### src/core/rfd_pkg.sv
`default_nettype none
package rfd_pkg;
	// Register indices; byte address is four times the index
	localparam logic [5:0] IDX_DET = 6'h23;
	localparam logic [5:0] IDX_SYS = 6'h24;
	localparam logic [5:0] IDX_TEMP = 6'h25;
	localparam logic [5:0] IDX_CC = 6'h26;
	localparam logic [5:0] IDX_PWR = 6'h27;
	localparam logic [5:0] IDX_IRQ_ST = 6'h30;
	localparam logic [5:0] IDX_IRQ_CLR = 6'h31;
	localparam logic [5:0] IDX_IRQ_EN = 6'h32;
	// Field detector control layout
	localparam int DET_W = 15;
	localparam int DET_PD = 14;
	localparam int DET_SRC = 12;
	localparam int DET_LVL = 8;
	localparam int DET_REFU = 4;
	localparam int DET_REFL = 0;
	// Detection source codes
	localparam logic [1:0] SRC_NFC = 2'h0;
	localparam logic [1:0] SRC_RF = 2'h1;
	localparam logic [1:0] SRC_BOTH = 2'h2;
	localparam logic [1:0] SRC_FORCE = 2'h3;
	// System status layout
	localparam int SYS_REGOK = 9;
	localparam int SYS_ERR = 6;
	localparam int SYS_STANDBY = 5;
	localparam int SYS_BOOT = 0;
	// Temperature control layout
	localparam int TMP_W = 4;
	localparam int TMP_HYST = 3;
	localparam int TMP_ON = 2;
	localparam int TMP_SEL = 0;
	localparam logic [7:0] TRIP_85 = 8'h55;
	localparam logic [7:0] TRIP_115 = 8'h73;
	localparam logic [7:0] TRIP_125 = 8'h7D;
	localparam logic [7:0] TRIP_135 = 8'h87;
	// Card check result layout
	localparam int CC_W = 14;
	localparam int CC_GEAR = 10;
	localparam int CC_GAIN = 0;
	// Power control layout
	localparam int PWR_W = 20;
	localparam int PWR_CCW = 16;
	localparam int PWR_CMOD = 12;
	localparam int PWR_RMOD = 8;
	localparam int PWR_RCW = 4;
	localparam int PWR_MAX = 3;
	localparam int PWR_AMP = 1;
	localparam int PWR_REF = 0;
	// Interrupt bits
	localparam int IRQ_W = 5;
	localparam int IRQ_PARAM = 0;
	localparam int IRQ_SYNTAX = 1;
	localparam int IRQ_SEMANTIC = 2;
	localparam int IRQ_STANDBY = 3;
	localparam int IRQ_CC = 4;
	// Bus answers and reset value
	localparam logic [1:0] RESP_OKAY = 2'h0;
	localparam logic [1:0] RESP_SLVERR = 2'h2;
	localparam logic [31:0] ZERO32 = 32'h0000_0000;
endpackage : rfd_pkg
`default_nettype wire

### src/core/rfd_regs.sv
// Notes on behaviour
// [RQ1] Source select: 0 NFC detector, 1 RF detector, 2 both, 3 forced present.
// [RQ2] Power-down bit switches the NFC level detector off.
// [RQ3] Four-bit detection level for NFC detector, reset zero.
// [RQ4] Two four-bit RF detector references, reset zero, read and write.
// [RQ5] Regulator ok status bit follows the regulator output pin.
// [RQ6] Parameter, syntax, semantic host errors set status bits 8, 7, 6.
// [RQ7] Flag set when standby entry refused because a field is present.
// [RQ8] Boot cause flags recorded on every boot.
// [RQ9] Sensor runs only while enable bit set; bit 3 adds hysteresis.
// [RQ10] Threshold select: 85, 115, 125, 135 degrees.
// [RQ11] Reading card check result launches a card check.
// [RQ12] Card check is a single-point detection without standby.
// [RQ13] Result shows power gear at 13:10 and gain value at 9:0.
// [RQ14] Writing card check result stores detection mode 2 reference.
// [RQ15] Carrier conductance codes for card and reader mode.
// [RQ16] Modulation conductance codes for card and reader mode.
// [RQ17] Reader carrier amplitude at 2:1, full swing at bit 3.
// [RQ18] Bit 0 references carrier amplitude to the transmitter supply.
// [RQ19] Reserved bits read zero; writes to them and status do nothing.
`timescale 1ns/10ps
`default_nettype none
module rfd_regs #(
	parameter int ADDR_W = 8
) (
	// Clock and reset
	input wire logic aclk,
	input wire logic aresetn,
	// AXI4-Lite write
	input wire logic awvalid,
	output logic awready,
	input wire logic [ADDR_W-1:0] awaddr,
	input wire logic [2:0] awprot,
	input wire logic wvalid,
	output logic wready,
	input wire logic [31:0] wdata,
	input wire logic [3:0] wstrb,
	output logic bvalid,
	input wire logic bready,
	output logic [1:0] bresp,
	// AXI4-Lite read
	input wire logic arvalid,
	output logic arready,
	input wire logic [ADDR_W-1:0] araddr,
	input wire logic [2:0] arprot,
	output logic rvalid,
	input wire logic rready,
	output logic [31:0] rdata,
	output logic [1:0] rresp,
	// Analog detector and regulator pins
	input wire logic nfc_det_in,
	input wire logic rf_det_in,
	input wire logic regulator_ok_in,
	// Field detector settings
	output logic field_present,
	output logic nfc_detector_power_down,
	output logic [3:0] detect_level,
	output logic [3:0] level_detector_ref_upper,
	output logic [3:0] level_detector_ref_lower,
	// System events
	input wire logic param_error_ev,
	input wire logic syntax_error_ev,
	input wire logic semantic_error_ev,
	input wire logic standby_refused_ev,
	input wire logic boot_valid,
	input wire logic [4:0] boot_cause,
	// Temperature sensor
	output logic sensor_on,
	output logic sensor_hysteresis_on,
	output logic [1:0] temp_trip_sel,
	output logic [7:0] temp_trip_deg,
	// Card check
	output logic card_check_start,
	output logic card_check_single_shot,
	output logic [13:0] low_power_card_detect_ref,
	input wire logic card_check_done,
	input wire logic [3:0] power_gear_now,
	input wire logic [9:0] gain_control_value,
	// Transmitter
	input wire logic reader_mode,
	input wire logic tx_modulating,
	output logic [3:0] tx_conductance,
	output logic [1:0] reader_carrier_level,
	output logic reader_driver_full_swing,
	output logic carrier_ref_to_supply,
	// Interrupt
	output logic irq
);
	////////////////////////////////////////////////////////////////////
	logic [rfd_pkg::DET_W-1:0] det_ctl;
	logic [rfd_pkg::TMP_W-1:0] temp_ctl;
	logic [rfd_pkg::PWR_W-1:0] pwr_cfg;
	logic [rfd_pkg::CC_W-1:0] cc_result;
	logic [rfd_pkg::IRQ_W-1:0] irq_st;
	logic [rfd_pkg::IRQ_W-1:0] irq_en;
	logic [4:0] boot_flags;
	logic [2:0] err_flags;
	logic standby_flag;
	logic cc_busy;
	logic [2:0] nfc_s, rf_s, rok_s;
	logic nfc_f, rf_f, rok_f;
	logic aw_got, w_got;
	logic [ADDR_W-1:0] aw_addr_q;
	logic [31:0] w_data_q;
	logic [3:0] w_strb_q;

	////////////////////////////////////////////////////////////////////
	// Pin synchronisers; a change counts once stages two and three agree
	always_ff @(posedge aclk) begin
		if (!aresetn) begin
			nfc_s <= 3'h0;
			rf_s <= 3'h0;
			rok_s <= 3'h0;
			nfc_f <= 1'b0;
			rf_f <= 1'b0;
			rok_f <= 1'b0;
		end else begin
			nfc_s <= {nfc_s[1:0], nfc_det_in};
			rf_s <= {rf_s[1:0], rf_det_in};
			rok_s <= {rok_s[1:0], regulator_ok_in};
			if (nfc_s[1] == nfc_s[2]) nfc_f <= nfc_s[2];
			if (rf_s[1] == rf_s[2]) rf_f <= rf_s[2];
			if (rok_s[1] == rok_s[2]) rok_f <= rok_s[2]; // RQ5
		end
	end

	////////////////////////////////////////////////////////////////////
	// Bus handshakes and decode
	wire aw_hs = awvalid && awready;
	wire w_hs = wvalid && wready;
	wire ar_hs = arvalid && arready;
	wire wr_go = aw_got && w_got && !bvalid;
	wire [5:0] wr_idx = aw_addr_q[7:2];
	wire [5:0] rd_idx = araddr[7:2];
	wire [31:0] wmask = {{8{w_strb_q[3]}}, {8{w_strb_q[2]}},
		{8{w_strb_q[1]}}, {8{w_strb_q[0]}}};
	wire we_det = wr_go && wr_idx == rfd_pkg::IDX_DET;
	wire we_temp = wr_go && wr_idx == rfd_pkg::IDX_TEMP;
	wire we_cc = wr_go && wr_idx == rfd_pkg::IDX_CC;
	wire we_pwr = wr_go && wr_idx == rfd_pkg::IDX_PWR;
	wire we_clr = wr_go && wr_idx == rfd_pkg::IDX_IRQ_CLR;
	wire we_en = wr_go && wr_idx == rfd_pkg::IDX_IRQ_EN;
	wire wr_map = wr_idx == rfd_pkg::IDX_DET ||
		wr_idx == rfd_pkg::IDX_SYS || wr_idx == rfd_pkg::IDX_TEMP ||
		wr_idx == rfd_pkg::IDX_CC || wr_idx == rfd_pkg::IDX_PWR ||
		wr_idx == rfd_pkg::IDX_IRQ_ST || we_clr || we_en;
	wire [31:0] det_nx = ({17'h0_0000, det_ctl} & ~wmask) | (w_data_q & wmask);
	wire [31:0] tmp_nx = ({28'h000_0000, temp_ctl} & ~wmask) |
		(w_data_q & wmask);
	wire [31:0] cc_nx = ({18'h0_0000, low_power_card_detect_ref} & ~wmask) |
		(w_data_q & wmask);
	wire [31:0] pwr_nx = ({12'h000, pwr_cfg} & ~wmask) | (w_data_q & wmask);
	wire [31:0] en_nx = ({27'h000_0000, irq_en} & ~wmask) |
		(w_data_q & wmask);
	wire [4:0] clr_bits = we_clr ? (w_data_q[4:0] & wmask[4:0]) : 5'h00;
	wire rd_sys = ar_hs && rd_idx == rfd_pkg::IDX_SYS;
	wire rd_cc = ar_hs && rd_idx == rfd_pkg::IDX_CC;

	// Read mux; reserved bits are zero-filled
	wire [31:0] sys_word = {22'h00_0000, rok_f, err_flags, standby_flag,
		boot_flags}; // RQ19
	wire rd_map = rd_idx == rfd_pkg::IDX_DET || rd_idx == rfd_pkg::IDX_SYS ||
		rd_idx == rfd_pkg::IDX_TEMP || rd_idx == rfd_pkg::IDX_CC ||
		rd_idx == rfd_pkg::IDX_PWR || rd_idx == rfd_pkg::IDX_IRQ_ST ||
		rd_idx == rfd_pkg::IDX_IRQ_CLR || rd_idx == rfd_pkg::IDX_IRQ_EN;
	wire [31:0] rd_word =
		rd_idx == rfd_pkg::IDX_DET ? {17'h0_0000, det_ctl} :
		rd_idx == rfd_pkg::IDX_SYS ? sys_word :
		rd_idx == rfd_pkg::IDX_TEMP ? {28'h000_0000, temp_ctl} :
		rd_idx == rfd_pkg::IDX_CC ? {18'h0_0000, cc_result} : // RQ13
		rd_idx == rfd_pkg::IDX_PWR ? {12'h000, pwr_cfg} :
		rd_idx == rfd_pkg::IDX_IRQ_ST ? {27'h000_0000, irq_st} :
		rd_idx == rfd_pkg::IDX_IRQ_EN ? {27'h000_0000, irq_en} :
		rfd_pkg::ZERO32;

	////////////////////////////////////////////////////////////////////
	// Write channel: address and data taken in either order
	always_ff @(posedge aclk) begin
		if (!aresetn) begin
			awready <= 1'b0;
			wready <= 1'b0;
			aw_got <= 1'b0;
			w_got <= 1'b0;
			bvalid <= 1'b0;
			bresp <= rfd_pkg::RESP_OKAY;
			aw_addr_q <= '0;
			w_data_q <= rfd_pkg::ZERO32;
			w_strb_q <= 4'h0;
		end else begin
			if (!aw_got && !bvalid) awready <= 1'b1;
			if (!w_got && !bvalid) wready <= 1'b1;
			if (aw_hs) begin
				aw_got <= 1'b1;
				awready <= 1'b0;
				aw_addr_q <= awaddr;
			end
			if (w_hs) begin
				w_got <= 1'b1;
				wready <= 1'b0;
				w_data_q <= wdata;
				w_strb_q <= wstrb;
			end
			if (wr_go) begin
				aw_got <= 1'b0;
				w_got <= 1'b0;
				bvalid <= 1'b1;
				bresp <= wr_map ? rfd_pkg::RESP_OKAY : rfd_pkg::RESP_SLVERR;
			end else if (bvalid && bready) begin
				bvalid <= 1'b0;
				awready <= 1'b1;
				wready <= 1'b1;
			end
		end
	end

	// Read channel: answer one cycle after the address is taken
	always_ff @(posedge aclk) begin
		if (!aresetn) begin
			arready <= 1'b0;
			rvalid <= 1'b0;
			rdata <= rfd_pkg::ZERO32;
			rresp <= rfd_pkg::RESP_OKAY;
		end else if (ar_hs) begin
			arready <= 1'b0;
			rvalid <= 1'b1;
			rdata <= rd_word;
			rresp <= rd_map ? rfd_pkg::RESP_OKAY : rfd_pkg::RESP_SLVERR;
		end else if (rvalid && rready) begin
			rvalid <= 1'b0;
			arready <= 1'b1;
		end else if (!rvalid) begin
			arready <= 1'b1;
		end
	end

	////////////////////////////////////////////////////////////////////
	// Software-written settings; status words take no writes
	always_ff @(posedge aclk) begin
		if (!aresetn) begin
			det_ctl <= '0; // RQ3 RQ4
			temp_ctl <= '0;
			pwr_cfg <= '0;
			low_power_card_detect_ref <= 14'h0000;
			irq_en <= '0;
		end else begin
			if (we_det) det_ctl <= det_nx[rfd_pkg::DET_W-1:0]; // RQ4 RQ19
			if (we_temp) temp_ctl <= tmp_nx[rfd_pkg::TMP_W-1:0];
			if (we_cc)
				low_power_card_detect_ref <= cc_nx[rfd_pkg::CC_W-1:0]; // RQ14
			if (we_pwr) pwr_cfg <= pwr_nx[rfd_pkg::PWR_W-1:0];
			if (we_en) irq_en <= en_nx[rfd_pkg::IRQ_W-1:0];
		end
	end

	////////////////////////////////////////////////////////////////////
	// Field detection source
	wire [1:0] src_sel = det_ctl[rfd_pkg::DET_SRC +: 2];
	wire nfc_live = nfc_f && !det_ctl[rfd_pkg::DET_PD]; // RQ2
	wire next_field =
		src_sel == rfd_pkg::SRC_NFC ? nfc_live :
		src_sel == rfd_pkg::SRC_RF ? rf_f :
		src_sel == rfd_pkg::SRC_BOTH ? (nfc_live || rf_f) :
		1'b1; // RQ1

	always_ff @(posedge aclk) begin
		if (!aresetn) field_present <= 1'b0;
		else field_present <= next_field; // RQ1
	end

	assign nfc_detector_power_down = det_ctl[rfd_pkg::DET_PD]; // RQ2
	assign detect_level = det_ctl[rfd_pkg::DET_LVL +: 4]; // RQ3
	assign level_detector_ref_upper = det_ctl[rfd_pkg::DET_REFU +: 4];
	assign level_detector_ref_lower = det_ctl[rfd_pkg::DET_REFL +: 4];

	////////////////////////////////////////////////////////////////////
	// Status flags: hardware set beats clear-on-read
	always_ff @(posedge aclk) begin
		if (!aresetn) begin
			boot_flags <= 5'h00;
			err_flags <= 3'h0;
			standby_flag <= 1'b0;
		end else begin
			if (boot_valid) boot_flags <= boot_cause; // RQ8
			err_flags <= (err_flags & ~{3{rd_sys}}) |
				{param_error_ev, syntax_error_ev, semantic_error_ev}; // RQ6
			standby_flag <= (standby_flag && !rd_sys) ||
				standby_refused_ev; // RQ7
		end
	end

	////////////////////////////////////////////////////////////////////
	// Temperature sensor controls
	assign sensor_on = temp_ctl[rfd_pkg::TMP_ON]; // RQ9
	assign sensor_hysteresis_on = temp_ctl[rfd_pkg::TMP_HYST]; // RQ9
	assign temp_trip_sel = temp_ctl[rfd_pkg::TMP_SEL +: 2];
	wire [7:0] next_trip =
		temp_trip_sel == 2'h0 ? rfd_pkg::TRIP_85 :
		temp_trip_sel == 2'h1 ? rfd_pkg::TRIP_115 :
		temp_trip_sel == 2'h2 ? rfd_pkg::TRIP_125 :
		rfd_pkg::TRIP_135; // RQ10

	always_ff @(posedge aclk) begin
		if (!aresetn) temp_trip_deg <= rfd_pkg::TRIP_85;
		else temp_trip_deg <= next_trip; // RQ10
	end

	////////////////////////////////////////////////////////////////////
	// Card check launched by a read of the result word
	always_ff @(posedge aclk) begin
		if (!aresetn) begin
			card_check_start <= 1'b0;
			cc_busy <= 1'b0;
			cc_result <= '0;
		end else begin
			card_check_start <= rd_cc; // RQ11
			if (rd_cc) cc_busy <= 1'b1; // RQ12
			else if (card_check_done) cc_busy <= 1'b0;
			if (card_check_done)
				cc_result <= {power_gear_now, gain_control_value}; // RQ13
		end
	end

	// Single point, no standby, for as long as the check runs
	assign card_check_single_shot = cc_busy; // RQ12

	////////////////////////////////////////////////////////////////////
	// Transmitter conductance by mode and modulation
	wire [3:0] next_cond = reader_mode ?
		(tx_modulating ? pwr_cfg[rfd_pkg::PWR_RMOD +: 4] :
			pwr_cfg[rfd_pkg::PWR_RCW +: 4]) :
		(tx_modulating ? pwr_cfg[rfd_pkg::PWR_CMOD +: 4] :
			pwr_cfg[rfd_pkg::PWR_CCW +: 4]); // RQ15 RQ16

	always_ff @(posedge aclk) begin
		if (!aresetn) tx_conductance <= 4'h0;
		else tx_conductance <= next_cond; // RQ15 RQ16
	end

	assign reader_carrier_level = pwr_cfg[rfd_pkg::PWR_AMP +: 2]; // RQ17
	assign reader_driver_full_swing = pwr_cfg[rfd_pkg::PWR_MAX]; // RQ17
	assign carrier_ref_to_supply = pwr_cfg[rfd_pkg::PWR_REF]; // RQ18

	////////////////////////////////////////////////////////////////////
	// Interrupt: sticky status, write-one clear, enable mask
	wire [4:0] irq_ev = {card_check_done, standby_refused_ev,
		semantic_error_ev, syntax_error_ev, param_error_ev};

	always_ff @(posedge aclk) begin
		if (!aresetn) begin
			irq_st <= '0;
			irq <= 1'b0;
		end else begin
			irq_st <= (irq_st & ~clr_bits) | irq_ev;
			irq <= |(((irq_st & ~clr_bits) | irq_ev) & irq_en);
		end
	end

endmodule : rfd_regs
`default_nettype wire

### config.mk
export PLATFORM = sky130hd
export DESIGN_NAME = rfd_regs
export DESIGN_NICKNAME = d
export VERILOG_FILES = /design/src/core/rfd_pkg.sv /design/src/core/rfd_regs.sv
export SDC_FILE = /design/constraint.sdc
export NUM_CORES = 1
export LEC_CHECK = 0
export BUFFER_PORTS_ARGS = -buffer_cell sky130_fd_sc_hd__buf_2
export CAP_MARGIN = 20
export CORE_UTILIZATION = 50
export DETAILED_ROUTE_END_ITERATION = 8
export PLACE_DENSITY = 0.76
export SLEW_MARGIN = 30
export SYNTH_ARGS = -nofsm -noshare
export SYNTH_HDL_FRONTEND = slang
export SYNTH_SLANG_ARGS = --single-unit
### constraint.sdc
create_clock -name aclk -period 2.8 [get_ports aclk]
set_input_delay 0 -clock aclk [delete_from_list [all_inputs] [get_ports aclk]]
set_output_delay 0 -clock aclk [all_outputs]
set_load 0.02 [all_outputs]
* After elaboration in Yosys (flattened, before gate mapping)
Index checks and enable logic that the tools add are counted.
** Word-level totals
- Flip-flop bits (word level) :: 188
- Input port bits :: 95
- Output and inout port bits :: 92
** Operators by class
- Equal/unequal tests :: 24
- Mux-type cells :: 34
- Bitwise logic cells :: 21
- Reductions and logical operators :: 50
** Operators with widths (number)
- 20-bit two-way mux :: 5
- 6-bit == test (second input constant) :: 16
- 20-bit AND :: 2
- 5-bit AND :: 4
- 20-bit NOT :: 1
- 20-bit OR :: 1
- 1-bit logical AND :: 19
- 1-bit two-way mux :: 19
- 1-bit logical OR :: 16
- 15-bit AND :: 1
- 5-bit two-way mux :: 3
- 15-bit OR :: 1
- 14-bit AND :: 1
- 14-bit OR :: 1
- 4-bit two-way mux :: 3
- 5-bit OR :: 2
- 8-bit two-way mux :: 1
- 6-bit two-way mux :: 1
- 2-bit nonzero test :: 3
- 2-bit OR reduction :: 3
- 1-bit logical NOT :: 5
- 5-bit NOT :: 1
- 5-bit OR reduction :: 1
- 4-bit AND :: 1
- other kinds (12) :: 18

* Logic depth before layout (Yosys ltp)
- Depth after elaboration :: 9
- Gate-level depth with buffers :: 6

* Worst setup path before layout
Ideal clock, no wire load.
- Path type :: register -> register
- Start point :: register bvalid
- End point :: register (tool-made name)
- Data arrival time :: 1.652 ns
- Data required time :: 2.672 ns
- Setup slack :: 1.020 ns
- Cell stages (with the launch flop) :: 6
- Path buffers :: 1
- Path through :: dfxtp_1 nand4b_1 or4_1 clkbuf_1 mux2i_1 nor2_1
** RTL lines
- start, declared :: RTL line rfd_regs.sv:38 : output logic bvalid,
- start signal, assigned :: RTL line rfd_regs.sv:184 : bvalid <= 1'b0;
- start signal, assigned :: RTL line rfd_regs.sv:206 : bvalid <= 1'b1;
- start signal, assigned :: RTL line rfd_regs.sv:209 : bvalid <= 1'b0;

==> results.py <==
metrics = {
    "routing": {
        "postRouteAntennaNets": 0,
        "wl_per_cell_microns": 16.54,
        "avgViaCountPerCell": 5.329,
        "drtIter0Drc": 373,
        "first_pass_iters": 5,
        "drc": 0,
        "vias": 6001,
        "drt-total-wl_mm": 18.63,
    },
    "floorplan": {
        "fp.dieH_microns": 120.5,
        "core-area_sq_um": 13450,
        "die-area_sq_um": 14520,
        "std_cell_rows": 42,
        "top_level_ports": 187,
        "initial_core_util_pct": 52.19,
        "die_x_microns": 120.5,
    },
    "min_path": {
        "min_path_type": "input port to register",
    },
    "clock_network": {
        "clk_pin_slew_ns": 0.07,
        "cts_root_buffer": "clkbuf_16",
        "cts_max_path_buffers": 2,
        "cts_setup_buffers": 0,
        "cts_sinks": 170,
        "cts-buffers-inserted": 17,
        "insertion_delay_ns": 0.42,
        "cts_tree": "done",
        "cts_max_level": 4,
    },
    "global_routing": {
        "grt.total_usage_pct": 26.40,
        "antenna_found_initial": 0,
        "grt_pass1_vias": 5854,
        "grt_max_degree": 106,
        "grt_pass1_wl_mm": 29.55,
        "grt_overflow": 0,
    },
    "power": {
        "p_sw_mw": 1.276,
        "p_comb_share_pct": 8.1,
        "swShare_pct": 23.65,
        "p_leak_nw": 3.964,
        "p_int_mw": 4.120,
        "irDropWorstVdd_mv": 0.4188,
        "finalPower_mw": 5.396,
        "seqPwrFrac_pct": 47.3,
        "clockPowerShare_pct": 44.6,
        "power.density_nw_per_um2": 600.5,
    },
    "worst_setup_path": {
        "cp_cell_sequence": "or3b_4, nor4_4, mux2i_1, nor2_1",
        "reg2reg_from": "aw_addr_q[7]",
        "cp-end-kind": "register",
        "cpMaxStageDelayCell": "nor4_4",
        "critPathKind": "register to register",
        "startpoint_type": "register",
        "crit_family": "simple AND/OR/NAND/NOR gates",
        "crit_path_max_fanout": 7,
        "rrSetupSlack_ns": 0.79,
        "crit_path_start": "aw_addr_q[7]",
        "crit_arrival_ns": 2.29,
        "max_stage_delay_ns": 0.68,
        "critical_path_required_ns": 3.08,
        "cp_num_cells": 4,
        "r2r_cells": 4,
        "critPathBufInv": 0,
    },
    "timing": {
        "worst_slack_ns": 0.7901,
        "clock-skew-final_ns": 0.009309,
        "min_period_ns": 2.010,
        "setup-tns-final_ns": 0,
        "rsz0062_at_grt": "false",
        "fin_crit_sh_pct": 71.78,
        "fmax_ghz": 0.4975,
        "final_max_slew_viol_count": 0,
        "slew-limit-headroom_pct": 33.61,
        "hold_viol_final": 0,
        "setup_viol": 0,
        "worst_slew_pin_slew_ns": 0.9825,
    },
    "run_status": {
        "status": "finished, final reports clean",
    },
    "cells_and_area": {
        "fin_nets": 1037,
        "layout-drive-gt1-share_pct": 21.05,
        "area_delta_synth_final_pct": 28.00,
        "layoutNonFillerInstCount": 1126,
        "fill_cells": 1094,
        "antenna_cells": 0,
    },
    "logic_synthesis": {
        "ys.flop_type": "dfxtp_1",
        "yosys.area.top_type": "dfxtp_1",
        "async_reset_ff_share_pct": 0,
        "synthTopCellsByArea": "dfxtp_1 48%, mux2i_1 12%, nand2_1 5.6%, a21oi_1 4.3%, nor2_1 4.2%",
        "synth-seq-area-share_pct": 48.48,
        "syn_area_sq_um": 7020,
        "synth-edff-count": 0,
        "synth_commonest_cells": "170 x dfxtp_1, 104 x nand2_1, 84 x mux2i_1",
        "avgSynthCellArea_sq_um": 9.299,
        "yosysWarnings": 0,
        "synth_top_cell_area_share_pct": 48.48,
        "syn_inst": 755,
        "synth_cell_types": 59,
        "yosysMostFrequentCell": "dfxtp_1",
        "synth_seq_cells": 170,
    },
    "placement": {
        "gp_congestion": 0.7913,
        "preCtsSetupSlack_ns": 0.8073,
        "dp.final_hpwl_mm": 11.64,
        "io_buffers": 148,
        "dpl.cell_count": 1023,
    },
    "flow_run": {
        "drv_cap": 0,
    },
}
-- repair_timing --
| item | CTS | global route |
|---|---|---|
| hold buffers | 72 | 0 |
| endpoints found under the hold margin | 76 | 0 |
| gates resized for setup | 0 | 0 |
-- cells in the final DEF, fill, tap and decap left out, types with 8 or more instances in the layout --
cell type / count
a21oi_1: 61
a222oi_1: 8
and2_1: 15
buf_2: 148
clkbuf_16: 17
conb_1: 15
dfxtp_1: 170
dlygate4sd3_1: 72
inv_1: 14
mux2i_1: 84
nand2_1: 104
nand2b_1: 8
nor2_1: 79
nor3_1: 12
o21ai_0: 26
-- cells by family (layout without fill, tap and decap cells) --
| family | Yosys count | after routing | share of synthesized area, % |
|---|---|---|---|
| other | 2 | 15 | 0.1070 |
| adder cells (fa/ha/maj) | 4 | 4 | 0.7129 |
| buffers and inverters | 92 | 274 | 7.057 |
| multiplexers | 91 | 91 | 14.06 |
| flip-flops | 170 | 170 | 48.48 |
| XOR/XNOR | 2 | 2 | 0.2496 |
| AND/OR/NAND/NOR | 265 | 265 | 18.18 |
| AO/OA/AOI/OAI | 129 | 129 | 11.16 |
-- worst reg2reg max path, cell delays in order, from the launching register on --
cell and delay [ns]:
dfxtp_1 0.41, or3b_4 0.44, nor4_4 0.68, mux2i_1 0.29, nor2_1 0.05
-- power groups by stage --
stage | clock network, mW | registers [mW] | logic (mW)
2_1_floorplan | 0 | 2.60 | 0.239
3_3_place_gp | 0 | 2.60 | 0.343
3_5_place_dp | 0 | 2.61 | 0.347
4_1_cts | 2.44 | 2.55 | 0.428
5_1_grt | 2.55 | 2.56 | 0.478
6_report | 2.40 | 2.55 | 0.437
-- worst min path at each step --
stage                            startpoint  cells past startpoint             to
after floorplan           semantic_error_ev                      2   err_flags[0]
after global placement           nfc_det_in                      2       nfc_s[0]
after detailed placement         nfc_det_in                      2       nfc_s[0]
after CTS                           arvalid                      3        arready
after global routing             boot_valid                      3  boot_flags[0]
final                            boot_valid                      3  boot_flags[0]
-- per-layer routing --
layer  up-vias  GRT usage, %  share of wire, %
li1       2937             -                 -
met1      2812         33.66                45
met2       225         43.50                47
met3        27         6.745               6.1
met4         0         8.719               2.0
met5         -             0                 0
-- through the flow --
stage | utilization (%) | area [sq um] | hold WS [ns]
2_1_floorplan | - | 7069 | 0.1174
3_3_place_gp | 56.87 | 7651 | 0.2064
3_5_place_dp | 56.90 | 7655 | 0.2125
4_1_cts | 66.80 | 8986 | 0.01956
5_1_grt | 66.80 | 8986 | 0.02797
6_report | 66.80 | 8986 | 0.03889
-- layout make-up --
| type | count | area (sq um) | area share, % |
|---|---|---|---|
| multi-input cells | 506 | 3171 | 35.28 |
| well taps | 176 | 220.2 | 2.451 |
| repair buffers | 228 | 1525 | 16.97 |
| flip-flops and latches | 170 | 3403 | 37.87 |
| inverters | 15 | 56.30 | 0.6266 |
| clock inverters | 13 | 171.4 | 1.908 |
| clock buffers | 18 | 439.2 | 4.887 |
Note: power is estimated with default switching activity, not from simulation.
